<file path="src/core/sssl_pkg.sv">
// package: widths, synchroniser depth and timing constants for the serial switch latch
// assumes: a 100 MHz system clock sampling a slow external link clock
package sssl_pkg;
	localparam int WIDTH_WIDE    = 16;
	localparam int WIDTH_NARROW  = 8;
	localparam int SYNC_STAGES   = 2;
	localparam int CLK_SYS_MHZ   = 100;
	localparam int REC_TIME_MS   = 10;
	localparam int REC_CYCLES    = REC_TIME_MS * 1000 * 1000 * CLK_SYS_MHZ / 1000;
	localparam logic [15:0] SHIFT_RESET = 16'h0000;
endpackage

</file>
<file path="src/core/sssl_sync.sv">
// file: two flip-flop synchroniser for one level from outside the clock domain
// assumes: rstn asynchronous active low; rst_val is a constant per instance
`timescale 1ns/1ps
module sssl_sync #(
	parameter logic RST_VAL = 1'b0
) (
	input  wire logic clk_sys,
	input  wire logic rstn,
	input  wire logic d,
	output logic      q
);
	logic meta_q;

	// first stage is read only by the second stage
	always_ff @(posedge clk_sys or negedge rstn) begin
		if (!rstn) begin
			meta_q <= RST_VAL;
			q      <= RST_VAL;
		end else begin
			meta_q <= d;
			q      <= meta_q;
		end
	end
endmodule // sssl_sync

</file>
<file path="src/core/sssl_top.sv">
// file: serially loaded switch port, shift chain with transfer-frozen parallel outputs
// assumes: link clock, serial data, transfer and clear arrive asynchronously from a controller;
//          pull defaults of undriven pins are modelled by the pad ring, reset values mirror them
`timescale 1ns/1ps

module sssl_top #(
	parameter int WIDTH = sssl_pkg::WIDTH_WIDE
) (
	input  wire logic             clk_sys,
	input  wire logic             rstn,
	input  wire logic             link_clk,
	input  wire logic             serial_in,
	input  wire logic             transfer,
	input  wire logic             clear_n,
	output logic                  readback_out,
	output logic [WIDTH-1:1]      switch_lines
);
	// **********************************
	// input synchronisers
	// **********************************
	logic clk_s;
	logic data_s;
	logic xfer_s;
	logic clr_n_s;
	logic clk_prev_q;
	logic xfer_prev_q;
	logic [WIDTH-1:0] chain_q;

	// reset values match the pin pull defaults
	sssl_sync #(.RST_VAL(1'b0)) u_sync_clk  (.clk_sys(clk_sys), .rstn(rstn), .d(link_clk),  .q(clk_s));
	sssl_sync #(.RST_VAL(1'b0)) u_sync_data (.clk_sys(clk_sys), .rstn(rstn), .d(serial_in), .q(data_s));
	sssl_sync #(.RST_VAL(1'b0)) u_sync_xfer (.clk_sys(clk_sys), .rstn(rstn), .d(transfer),  .q(xfer_s));
	sssl_sync #(.RST_VAL(1'b1)) u_sync_clr  (.clk_sys(clk_sys), .rstn(rstn), .d(clear_n),   .q(clr_n_s));

	// **********************************
	// edge detection
	// **********************************
	always_ff @(posedge clk_sys or negedge rstn) begin
		if (!rstn) begin
			clk_prev_q  <= 1'b0;
			xfer_prev_q <= 1'b0;
		end else begin
			clk_prev_q  <= clk_s;
			xfer_prev_q <= xfer_s;
		end
	end

	logic clk_rise;
	logic xfer_fall;
	assign clk_rise  = clk_s & ~clk_prev_q;
	assign xfer_fall = ~xfer_s & xfer_prev_q;

	// **********************************
	// shift decode
	// **********************************
	// one decode feeds the chain, the readback and the s_shift checks, so they cannot disagree
	function automatic logic f_shift_go(input logic xfer, input logic rise, input logic clr_n);
		return xfer && rise && clr_n;
	endfunction

	// **********************************
	// shift chain
	// **********************************
	// data is synchronised alongside the clock, so equal latency keeps the setup relation
	always_ff @(posedge clk_sys or negedge rstn) begin
		if (!rstn) begin
			chain_q <= sssl_pkg::SHIFT_RESET[WIDTH-1:0];
		end else if (!clr_n_s) begin
			chain_q <= sssl_pkg::SHIFT_RESET[WIDTH-1:0];
		end else if (f_shift_go(xfer_s, clk_rise, clr_n_s)) begin
			chain_q <= {chain_q[WIDTH-2:0], data_s};
		end
	end

	// **********************************
	// outputs
	// **********************************
	// readback sits on the last stage, so old settings stream out as new bits enter
	always_ff @(posedge clk_sys or negedge rstn) begin
		if (!rstn) begin
			readback_out <= 1'b0;
		end else if (!clr_n_s) begin
			readback_out <= 1'b0;
		end else if (f_shift_go(xfer_s, clk_rise, clr_n_s)) begin
			readback_out <= chain_q[WIDTH-2];
		end else begin
			readback_out <= chain_q[WIDTH-1];
		end
	end

	always_ff @(posedge clk_sys or negedge rstn) begin
		if (!rstn) begin
			switch_lines <= '0;
		end else if (!clr_n_s) begin
			switch_lines <= '0;
		end else if (xfer_fall) begin
			switch_lines <= chain_q[WIDTH-2:0];
		end
	end
endmodule // sssl_top

</file>
<file path="config.mk">
export PLATFORM = sky130hd
export DESIGN_NAME = sssl_top
export DESIGN_NICKNAME = d
export VERILOG_FILES = /design/src/core/sssl_pkg.sv /design/src/core/sssl_sync.sv /design/src/core/sssl_top.sv
export SDC_FILE = /design/constraint.sdc
export NUM_CORES = 1
export LEC_CHECK = 0
export BUFFER_PORTS_ARGS = -buffer_cell sky130_fd_sc_hd__buf_4
export CAP_MARGIN = 20
export CORE_ASPECT_RATIO = 0.8
export CORE_MARGIN = 10
export CORE_UTILIZATION = 50
export CTS_CLUSTER_DIAMETER = 40
export DETAILED_ROUTE_END_ITERATION = 12
export PLACE_DENSITY = 0.71
export SETUP_SLACK_MARGIN = 0.05
export SYNTH_ARGS = -nofsm -noshare
export SYNTH_HDL_FRONTEND = slang
export SYNTH_SLANG_ARGS = --single-unit
</file>
<file path="constraint.sdc">
create_clock -name clk_sys -period 2.1 [get_ports clk_sys]
set_input_delay 0.21 -clock clk_sys [delete_from_list [all_inputs] [get_ports clk_sys]]
set_output_delay 0.21 -clock clk_sys [all_outputs]
set_load 0.01 [all_outputs]
</file>
==> results of run 1 <==
[metal layers]
metal | global-route usage | share of wire
met1 | 0.137 | 0.50
met2 | 0.126 | 0.41
met3 | 0.0510 | 0.074
met4 | 0.0453 | 0.019
met5 | 0 | 0
[worst max-delay path, cell delays in order (launching register included)]
cell and delay [ns]:
dfstp_2 0.97, nand2_1 0.14, o21ai_0 0.18
[cell usage in the layout (no fill, tap or decap)]
cell	count
buf_4	22
nand2b_2	1
dlygate4sd3_1	2
clkinv_2	1
nand2_1	46
o21ai_0	15
clkbuf_1	1
nand3b_1	1
clkbuf_8	5
a21boi_0	5
clkinv_4	1
o21ai_1	2
and2b_2	1
nand3_1	16
a21boi_1	10
dfrtp_1	40
dfstp_2	2
[final timing paths]
| kind | startpoint | end | slack (ns) | depth (start not counted) |
|---|---|---|---|---|
| setup / recovery | u_sync_clr.q | readback_out | 0.72 | 2 |
| hold / removal | link_clk | u_sync_clk.meta_q | 0.02 | 1 |
| setup reg to reg | u_sync_clr.q | readback_out | 0.72 | 2 |
| hold reg to reg | u_sync_xfer.meta_q | u_sync_xfer.q | 0.35 | 0 |
| max in group asynchronous | rstn | u_sync_clr.q | 1.31 | 2 |
| min in group asynchronous | rstn | clk_prev_q | 0.43 | 2 |
[cell type report]
type / instances / area, µm²
multi-input cells: 97 / 475
repair buffers: 24 / 185
well taps: 40 / 50.0
flip-flops and latches: 42 / 1050
clock buffers: 6 / 72.6
clock inverters: 2 / 13.8
fillers: 286 / 1210
[power groups by stage]
stage	registers (mW)	clock network, mW	logic [mW]
2_1_floorplan	0.840	0	0.0328
3_3_place_gp	0.850	0	0.0455
3_5_place_dp	0.851	0	0.0468
4_1_cts	0.836	0.515	0.0481
5_1_grt	0.838	0.554	0.0555
6_report	0.835	0.500	0.0482
[sequential cells by signal, summed over array words and instances, names as in the netlist]
| register | flops |
|---|---|
| chain_q | 16 |
| switch_lines | 15 |
| clk_prev_q | 1 |
| readback_out | 1 |
| u_sync_clk.meta_q | 1 |
| u_sync_clk.q | 1 |
| u_sync_clr.meta_q | 1 |
| u_sync_clr.q | 1 |
| u_sync_data.meta_q | 1 |
| u_sync_data.q | 1 |
| u_sync_xfer.meta_q | 1 |
| u_sync_xfer.q | 1 |
| xfer_prev_q | 1 |
[cell families after synthesis]
kind of cell	count (synthesis)	share of synthesized area
DFF	42	0.667
buffers and inverters	10	0.0325
AOI/OAI and AO/OA	32	0.125
and+or+nand+nor	65	0.176
[stage by stage]
step	util	cells	instance area, µm²
after floorplan	-	149	1580
after CTS	0.601	210	1840
final	0.604	211	1850
after detailed placement	0.569	201	1740
after global routing	0.604	211	1850
after global placement	0.569	201	1740
==> results.txt, run 1 <==
* Area added between synthesis and finish: 17.1%
- Setup-failing EPs final: 0
- Number of sinks on the clock net: 42
- TritonCTS built the clock tree.
* Fraction of power consumed by combinational cells: 0.035
- Entering global routing, the biggest net connects 48 pins.
- The worst pin sits at a relative slew slack of 0.559.
- In the synthesized netlist, the cells that appear most often are nand2_1 (46), dfrtp_1 (40), nand3_1 (16), o21ai_0 (15), a21boi_1 (10).
- Number of hold violations in the final report: 0
- The share of total power dissipated in the clock network is 0.362.
* Number of buffers added for setup after CTS: 0
- Gates resized during post-CTS repair numbered 0.
* Setup slack at placement: slightly above 0.7 ns
- Clock tree synthesis inserted a total of 5 buffers.
- Summed over all failing endpoints, the final setup total negative slack is 0 ns.
- Top area cells in the synthesized netlist: dfrtp_1 (63%), nand2_1 (11%), nand3_1 (5.1%)
- Post-synthesis cell type count: 14
* Number of buffers added on ports: 21
- Wires add up to 2710 µm.
- Number of nets in the synthesized netlist: about 160
- The repair_antennas step left the layout with diodes totalling 0.
- ANT nets after route: 0
- Buffer depth of the longest clock path: 2
- Using the TritonRoute via totals, the vias-per-cell ratio works out to between 5 and 6.
- Final worst clock skew: a little over 0.01 ns
* Setup repair after global routing missed its margin: false
* Share of synthesized flip-flops with an asynchronous set or reset: 1.00
* Clock latency on the worst-skew pair: a little under 0.3 ns
- In the final layout, the share of cells above drive strength 1 is 0.193.
- From left edge to right edge, the die measures 82.9 µm.
- Total chip power: about 1.4 mW
* Via count of the first global-routing pass: between 900 and 1,000
- Timing would allow up to slightly above 0.7 GHz.
* Post-Synthesis Cell Area: between 1500 and 2000 µm²
- CP Class: reg -> reg
- Area share of the leading cell type in the synthesized netlist: 0.633
* Count of warnings emitted by yosys: 0
* Number of antenna violations at the first check in global routing: 0
- Summed over all nets, the switching power comes to just over 300 µW.
- Hold_buf cts: 1
* Switching fraction of total power: 0.225
- Element type at the critical path start: flop
* Most common cell in the synthesized netlist: nand2_1
- The routed layout has approximately 1,100 vias.
- Predominant post-synthesis flop cell: dfrtp_1
* Internal power: around 1.1 mW
* Max Fanout on Critical Path: between 40 and 50
- Hold/Removal Path Class: in -> reg
- The average instance in the mapped netlist occupies around 11 µm².
- The die covers roughly 5800 µm².
- Clk slew on worst S/H paths: approximately 0.08 ns
* DRC violation count after routing: 0
- Initial Util: 0.516
- For this run, the total global-route usage over all layers was measured as 0.101.
* Placement row count: 18
* Worst slew pin tran: between 0.6 and 0.7 ns
- Critical Path AT: ~1.6 ns
* Leak: ~0.82 nW
- Max-cap violations in this run came to 0.
- The H-tree was split into 2 levels.
- Detailed placement finished with a half-perimeter wire length of ~1800 µm.
* Hold Worst Slack: 0.0245 ns
* Weighted congestion reported at the end of routability-driven placement: approximately 0.7
* Core area: 3060 µm²
- The flow ran to the end, and the final reports show no timing, DRC or antenna violations.
* Remaining Overflow, GRT: 0
* Drt initial violations: roughly 140
* Cell taking the most area after synthesis: dfrtp_1
- The synthesized design contains 42 register bits.
- Average routed wire per standard cell: ~13 µm
- Flop pwr share: 0.604
- STA classifies the critical path endpoint as a flop.
- First-pass GRT wire length: 4820 µm
- Slack of the critical path: between 0.7 and 0.8 ns
- Gate count of the mapped netlist: 149
* Number of nets in the finished design: approximately 180
* Time the worst path needs with I/O delays and setup: between 1 and 1.5 ns
* Max rail drop VDD: about 0.00047 V
* EDFF count, synth: 0
* Pwr/cell area: ~750 nW/µm²
- Overall die height: 70.3 µm
- Worst EP required: roughly 2.3 ns
- For this run, the register share of the synthesized area comes to 0.667.
- Final max-slew violation count: 0
- Period utilisation layout: 0.656
- Iteration count of the initial detailed-routing pass: 4
- Num ports: 22
* Root buf cell: clkbuf_8
No activity file was read; power rests on OpenSTA's default activity.
==> inputs of run 2 (changes only) <==
--- a/config.mk
+++ b/config.mk
@@ -5,14 +5,15 @@
 export SDC_FILE = /design/constraint.sdc
 export NUM_CORES = 1
 export LEC_CHECK = 0
+export ABC_AREA = 1
 export BUFFER_PORTS_ARGS = -buffer_cell sky130_fd_sc_hd__buf_4
 export CAP_MARGIN = 20
 export CORE_ASPECT_RATIO = 0.8
 export CORE_MARGIN = 10
-export CORE_UTILIZATION = 50
+export CORE_UTILIZATION = 49
 export CTS_CLUSTER_DIAMETER = 40
 export DETAILED_ROUTE_END_ITERATION = 12
-export PLACE_DENSITY = 0.71
+export PLACE_DENSITY = 0.73
 export SETUP_SLACK_MARGIN = 0.05
 export SYNTH_ARGS = -nofsm -noshare
 export SYNTH_HDL_FRONTEND = slang
==> constraint.sdc (replaced) <==
create_clock -name clk_sys -period 1.19 [get_ports clk_sys]
set_input_delay 0.119 -clock clk_sys [delete_from_list [all_inputs] [get_ports clk_sys]]
set_output_delay 0.119 -clock clk_sys [all_outputs]
set_load 0.01 [all_outputs]
==> results.txt, run 2 <==
- Slack of the critical path: 0.0484 ns
- Number of flip-flops under the largest register name: 16
- IR analysis of the VDD net gives a maximum drop of approximately 0.00095 V.
* First-pass GRT wire length: between 4000 and 5000 µm
* Number of sinks on the clock net: 42
- Number of nets in the synthesized netlist: about 150
- Top Family by Delay on Critical Path: flip-flops
* Total chip power: approximately 2.6 mW
- Share of synthesized flip-flops with an asynchronous set or reset: 1.00
- The worst register-to-register path has a depth of 4.
- Sequential cell area fraction in the yosys report: 0.672
* Area added between synthesis and finish: 25.1%
- Area share of the leading cell type in the synthesized netlist: 0.638
* Number of antenna violations at the first check in global routing: 0
- For this run the aggregate overflow at the end of global routing stands at 0.
- Core area: 3090 µm²
* Largest net degree at the start of global routing: 43
* Most frequent cells in the layout: dfrtp_1 (39), nand2_1 (33), buf_4 (24)
- Biggest registers after layout: chain_q x16, switch_lines x15
* Number of synthesized register bits: between 40 and 50
- The detailed router finished its first iteration with between 100 and 150 violations.
- Root buf cell: clkbuf_8
- Startpoint of the most critical register-to-register path: u_sync_clr.q
- Row generation in the floorplan step produced 18 rows.
* Setup repair after global routing missed its margin: true
- Dividing the final minimum period by the clock period gives 0.959.
* Hold/Removal Path Class: in -> async
* Top area cells in the synthesized netlist: dfrtp_1 (64%), o21ai_0 (8.9%), nand2_1 (7.9%)
- Predominant post-synthesis flop cell: dfrtp_1
- Measured along the x axis, the die boundary spans between 80 and 90 µm.
* Most common cell after layout, fill and taps aside: dfrtp_1
- Setup total negative slack on the finished layout was measured at 0 ns.
- In the global route stage, overall resource usage came out at 0.101.
* EDFF count, synth: 0
- On the final layout, the worst clock skew is approximately 0.0093 ns.
- Clk slew on worst S/H paths: ~0.080 ns
* Type of element capturing the critical path: flop
* DRC violation count after routing: 0
- In the synthesized netlist, the number of instances is 145.
- Via count of the first global-routing pass: roughly 1,100
- Max-cap check violation count: 0
- The signal on the critical path passes through buf_4 > clkbuf_16 > nand2_1 > o21ai_1.
* Setup-failing EPs final: 0
* CTS tree: yes
- Max Fanout on Critical Path: 8
- The final max-slew violation count was 0.
- The die covers approximately 5900 µm².
* DR vias/cell: between 5 and 6
- Data on the critical path arrives at its endpoint at approximately 1.4 ns.
* Worst slew margin relative to its limit: 0.668
- After detailed routing, the average wire length per cell comes to 13.7 µm.
- Slack of the worst reg-to-reg path: 0.05 ns
- Time the worst path needs with I/O delays and setup: between 1 and 1.5 ns
* Biggest cell delay along the critical path: ~0.60 ns
- Leak: just under 1 nW
- For this design, the slowest cell found on the critical path is dfstp_2.
- CP Class: reg -> reg
- Cell taking the most area after synthesis: dfrtp_1
- Number of hold violations in the final report: 0
- Number of nets in the finished design: 184
- From bottom edge to top edge, the die measures 70.6 µm.
- Post-synthesis cell type count: 14
- After detailed routing, the total wire length is ~3000 µm.
- The wire-length estimate of the detail-placed layout is between 1500 and 2000 µm.
- The routed layout has between 1,000 and 1,500 vias.
* Worst EP required: about 1.4 ns
* Number of inserted diodes: 0
- Counting flops per register, the top entry is chain_q.
- For the pin with the worst max-slew slack, the measured transition is between 0.4 and 0.5 ns.
* Synth top cells by count: dfrtp_1 (40), nand2_1 (33), o21ai_0 (28), nand3_1 (21), inv_1 (9)
- Mean instance size in the synthesized netlist: 10.8 µm²
- The Yosys step of the flow raised 0 warnings.
- Element type at the critical path start: flop
* ANT nets after route: 0
- Result of the run: complete, no violations
* Total placed instance area: approximately 1700 µm²
* Weighted congestion reported at the end of routability-driven placement: approximately 0.76
- In the final layout, the share of cells above drive strength 1 is 0.274.
* Pwr/cell area: 1300 nW/µm²
- The number of clock buffers added by TritonCTS is 5.
- The clock passes through at most 2 buffers.
- Final design utilization: 0.636
- Most common cell in the synthesized netlist: dfrtp_1
- Number of buffers added on ports: 21
* Num ports: 22
- The H-tree generated during clock tree synthesis spans 2 levels.
- Together, buffers and inverters on the worst path number 2.
- Setup slack at placement: approximately 0.076 ns
- Max Freq: 0.876 GHz
- Iteration count of the initial detailed-routing pass: 5
- Initial Util: 0.508
- Clock latency on the worst-skew pair: 0.30 ns
- Destination of the worst register-to-register timing path: chain_q[1]
- Post-Synthesis Cell Area: around 1600 µm²
- Layout filler cell count: about 240
- Once layout is done, the placed cells without fillers occupy just under 2000 µm².
run 2: cell families after synthesis:
| family | Yosys count | synth area share |
|---|---|---|
| buf+inv | 18 | 0.0702 |
| flops | 42 | 0.672 |
| simple gates | 57 | 0.168 |
| compound gates | 28 | 0.0894 |
run 2: power by group:
| group | leakage [nW] | switching, mW | internal, mW |
|---|---|---|---|
| clock | 0.0472 | 0.484 | 0.466 |
| combinational | 0.362 | 0.0827 | 0.0624 |
| sequential | 0.560 | 0.0154 | 1.45 |
run 2: timing repair:
item | 4_1_cts | 5_1_grt
gates resized for setup | 0 | 18
hold buffers | 5 | 0
endpoints found under the setup margin | 0 | 30
endpoints found under the hold margin | 44 | 0
buffers inserted | 0 | 4
run 2: area by class of cell:
cell class                      count  area, µm²  share of cell area
Sequential cell                    42       1050               0.538
Multi-Input combinational cell     86        410               0.209
Timing Repair Buffer               34        318               0.162
Clock buffer                        6       82.6              0.0421
Tap cell                           40       50.0              0.0255
Inverter                            9       33.8              0.0172
Clock inverter                      2       12.5             0.00638
run 2: worst register-to-register path: stages, from the launching register on:
cell,delay [ns]
dfstp_2,0.60
buf_4,0.14
clkbuf_16,0.14
nand2_1,0.07
o21ai_1,0.13
run 2: stage by stage:
step,hold slack [ns],instances
2_1_floorplan,-0.177,145
3_3_place_gp,0.119,200
3_5_place_dp,0.127,200
4_1_cts,0.347,213
5_1_grt,0.363,219
6_report,0.324,219
run 2: metal layers:
metal | part of all wire | wire length, µm | GRT usage | up-vias
li1 | - | - | - | 539
met4 | 0.023 | 68 | 0.0623 | 0
met1 | 0.45 | 1350 | 0.107 | 558
met3 | 0.065 | 195 | 0.0526 | 6
met5 | 0 | 0 | 0 | -
met2 | 0.46 | 1390 | 0.158 | 26
run 2: worst max path at each step:
| stage | from | endpoint | slack [ns] | cells after the start |
|---|---|---|---|---|
| finish | u_sync_clr.q | chain_q[1] | 0.05 | 4 |
| global route | u_sync_clr.q | chain_q[1] | 0.0005 | 4 |
| CTS | u_sync_clr.q | chain_q[2] | 0.06 | 5 |
| detailed placement | u_sync_clr.q | chain_q[2] | 0.08 | 5 |
| global placement | u_sync_clr.q | chain_q[12] | 0.13 | 5 |
| floorplan | u_sync_clr.q | chain_q[12] | 0.14 | 4 |
==> inputs of run 3 (changes only) <==
--- a/config.mk
+++ b/config.mk
@@ -17,4 +17,5 @@
 export SETUP_SLACK_MARGIN = 0.05
 export SYNTH_ARGS = -nofsm -noshare
 export SYNTH_HDL_FRONTEND = slang
+export SYNTH_HIERARCHICAL = 1
 export SYNTH_SLANG_ARGS = --single-unit
==> results.txt, run 3 <==
* Sequential cell area fraction in the yosys report: 0.687
- Timing analysis after detailed placement gives a worst setup slack of between 0.08 and 0.09 ns.
- Power spread over the standard cell area amounts to approximately 1300 nW/µm².
- Cell total after placement: 199
* Overall die height: about 70 µm
- The number of clock buffers added by TritonCTS is 5.
- In the post-route analysis, the smallest setup slack over all paths is ~0.085 ns.
- Most prevalent standard cell on the critical path: nand2_1
- Post-Synthesis Cell Area: 1530 µm²
* Total net switching power: just over 500 µW
- Share of synthesized flip-flops with an asynchronous set or reset: 1.00
- Number of inserted diodes: 0
- The floorplan step defined a die boundary enclosing about 5800 µm².
* Number of antenna violations at the first check in global routing: 0
* Top area cells in the synthesized netlist: dfrtp_1 (65%), o21ai_0 (8.8%), nand2_1 (8.3%)
* Complex-gate fraction of the synthesized area: 0.0947
- Synth top cells by count: dfrtp_1 (40), nand2_1 (34), o21ai_0 (27), nand3_1 (19), inv_1 (9)
* Max Freq: approximately 0.90 GHz
- Of the cells placed in the final design, the portion with a size suffix greater than 1 is 0.220.
* Gate count of the mapped netlist: 144
- Total placed instance area: 1740 µm²
* ANT nets after route: 0
- The first TritonRoute pass finished after 4 iterations.
- The Yosys step of the flow raised 6 warnings.
- During placement, the flow inserted port buffers numbering 21.
- After global routing the overflow that remains totals 0.
- At the pin with the least slew margin, the transition time is around 0.5 ns.
- The H-tree was split into 2 levels.
- Combinational family with the most area after synthesis: simple AND/OR/NAND/NOR gates
* Element type at the critical path start: flop
* Worst EP required: 1.39 ns
- Most frequent cells in the layout: dfrtp_1 (40), nand2_1 (34), buf_4 (25)
* Area added between synthesis and finish: 26.0%
* Weighted congestion reported at the end of routability-driven placement: around 0.76
- Detailed-route wire length: between 2000 and 3000 µm
* EDFF count, synth: 0
* DR vias/cell: about 4.9
- TritonCTS built the clock tree.
- Max-cap violations in this run came to 0.
- Total vias in the final route: roughly 1,100
* Buffer depth of the longest clock path: 2
- Data arrives at the worst endpoint at between 1 and 1.5 ns.
* Setup TNS: 0 ns
* Area share of the leading cell type in the synthesized netlist: 0.653
- First-pass GRT wire length: about 4600 µm
* Internal power: approximately 1.9 mW
- By instance count, the leading cell after synthesis is dfrtp_1.
- The share of total power dissipated in combinational logic is 0.057.
* Biggest registers after layout: chain_q x16, switch_lines x15
- Cell at the slowest stage of the critical path: dfstp_2
- The final max-slew violation count is 0.
- In this run the clock root is driven by a clkbuf_8.
- Clk network pwr share: 0.344
- Of the total synthesized cell area, the portion taken by AND, OR, NAND and NOR gates is 0.159.
- Entering global routing, the biggest net connects 43 pins.
- The path class of the tightest hold or removal check is in -> async.
- The die is between 80 and 90 µm wide.
* Mean instance size in the synthesized netlist: 10.6 µm²
- The worst setup path is of the reg -> reg kind.
- Number of standard cells in the layout, taps in and fillers out: 217
- The filler cells instantiated in the layout total about 250.
- Clock tree synthesis found a total of 42 sinks.
* Core area: 3040 µm²
- Across the routed clock network, the largest skew measured is between 0.006 and 0.007 ns.
- For this run, the total global-route usage over all layers was measured as 0.101.
- Post-DP HPWL: ~1900 µm
- Worst slew margin relative to its limit: 0.665
* Result of the run: complete, no violations
* Post-synthesis cell type count: 12
- Max rail drop VDD: just under 0.001 V
- In the final design database the tool counted about 180 nets.
- The first routing iteration left 71 violations.
* Setup-failing EPs final: 0
- Final design utilization: 0.635
- Initial Util: 0.504
* DRC violation count after routing: 0
- Number of hold violations in the final report: 0
- Of all cell types, the one taking the most synthesized area is dfrtp_1.
* Average routed wire per standard cell: roughly 13 µm
* Number of flip-flops under the largest register name: 16
- Max Fanout on Critical Path: 16
* Series of cell instances along the critical path: buf_12 > nand2_1 > inv_1 > nand2_1 > o21ai_0
- Of the total power, the share spent switching nets is 0.211.
- Clock latency on the worst-skew pair: just under 0.3 ns
- Type of element capturing the critical path: flop
- Biggest cell delay along the critical path: slightly below 0.6 ns
- In this run the static leakage power is around 0.97 nW.
* Flop pwr share: 0.599
- After layout, the minimum clock period comes to around 1.1 ns.
- Placement row count: 18
- Predominant post-synthesis flop cell: dfrtp_1
* Clk slew on worst S/H paths: ~0.070 ns
- Number of nets in the synthesized netlist: 150
- The number of global-route vias before repair is between 1,000 and 1,500.
- Setup repair after global routing missed its margin: true
- Leaving out fill and tap cells, the most frequent cell in the layout is dfrtp_1.
- Post-Synth XOR/XNOR Area: 0
- The synthesized design contains between 40 and 50 register bits.
- Cell area after layout: ~1900 µm²
- Adder-Cell Fraction of Synth Area: 0
- Period utilisation layout: 0.929
- Ranked by flip-flop count, first place goes to chain_q.
* Num ports: 22
- After synthesis, the share of cell area in mux cells is 0.
==> run 3: kinds of logic (layout without fill, tap and decap cells) <==
kind of cell           count (synthesis)  count (layout)
AO/OA/AOI/OAI                         29              29
AND/OR/NAND/NOR                       55              55
flip-flops                            42              42
buffers and inverters                 18              51
==> run 3: power groups by stage <==
stage               Clock [mW]  Combinational [mW]  Sequential (mW)
floorplan                    0              0.0516             1.48
global placement             0               0.108             1.49
detailed placement           0               0.111             1.49
CTS                      0.863               0.124             1.46
global route             0.933               0.153             1.46
finish                   0.841               0.139             1.46
==> run 3: critical path, delay by kind of cell (launching register included) <==
family / cells / cell delay (ns)
compound gates: 1 / 0.08
flops: 1 / 0.58
simple gates: 2 / 0.13
buf+inv: 2 / 0.24
==> run 3: path summary, 6_finish.rpt <==
path / start / endpoint / slack [ns] / cells past startpoint
min reg2reg: u_sync_clk/meta_q / u_sync_clk/q / 0.35 / 0
max: u_sync_clr/q / chain_q[13] / 0.08 / 5
min: rstn / switch_lines[8] / 0.35 / 2
min in group clk_sys: u_sync_clk/meta_q / u_sync_clk/q / 0.35 / 0
max in group asynchronous: rstn / u_sync_clr/q / 0.49 / 2
max reg2reg: u_sync_clr/q / chain_q[13] / 0.08 / 5
==> run 3: what timing repair did <==
| action | CTS | global route |
|---|---|---|
| gates resized for setup | 0 | 5 |
| hold buffers | 5 | 0 |
| endpoints found under the setup margin | 0 | 18 |
| endpoints found under the hold margin | 44 | 0 |
| setup buffers | 0 | 5 |
==> run 3: area by class of cell <==
type                    instances  area (µm²)  area share
inverters                       9        33.8      0.0175
multi-input cells              84         397       0.205
well taps                      40        50.0      0.0259
clock buffers                   8        80.1      0.0415
repair buffers                 34         318       0.165
flip-flops and latches         42        1050       0.545
==> run 3: metrics by stage <==
step                      power (mW)  hold slack, ns
after global placement          1.59           0.118
final                           2.44           0.347
after CTS                       2.45           0.354
after detailed placement        1.60           0.129
after global routing            2.55           0.364
after floorplan                 1.54          -0.177
==> run 3: layer usage <==
metal	track usage	part of all wire	vias up
met5	0	0	-
met4	0.0445	0.013	0
met3	0.0409	0.079	5
met2	0.148	0.43	23
met1	0.125	0.47	507
li1	-	-	538
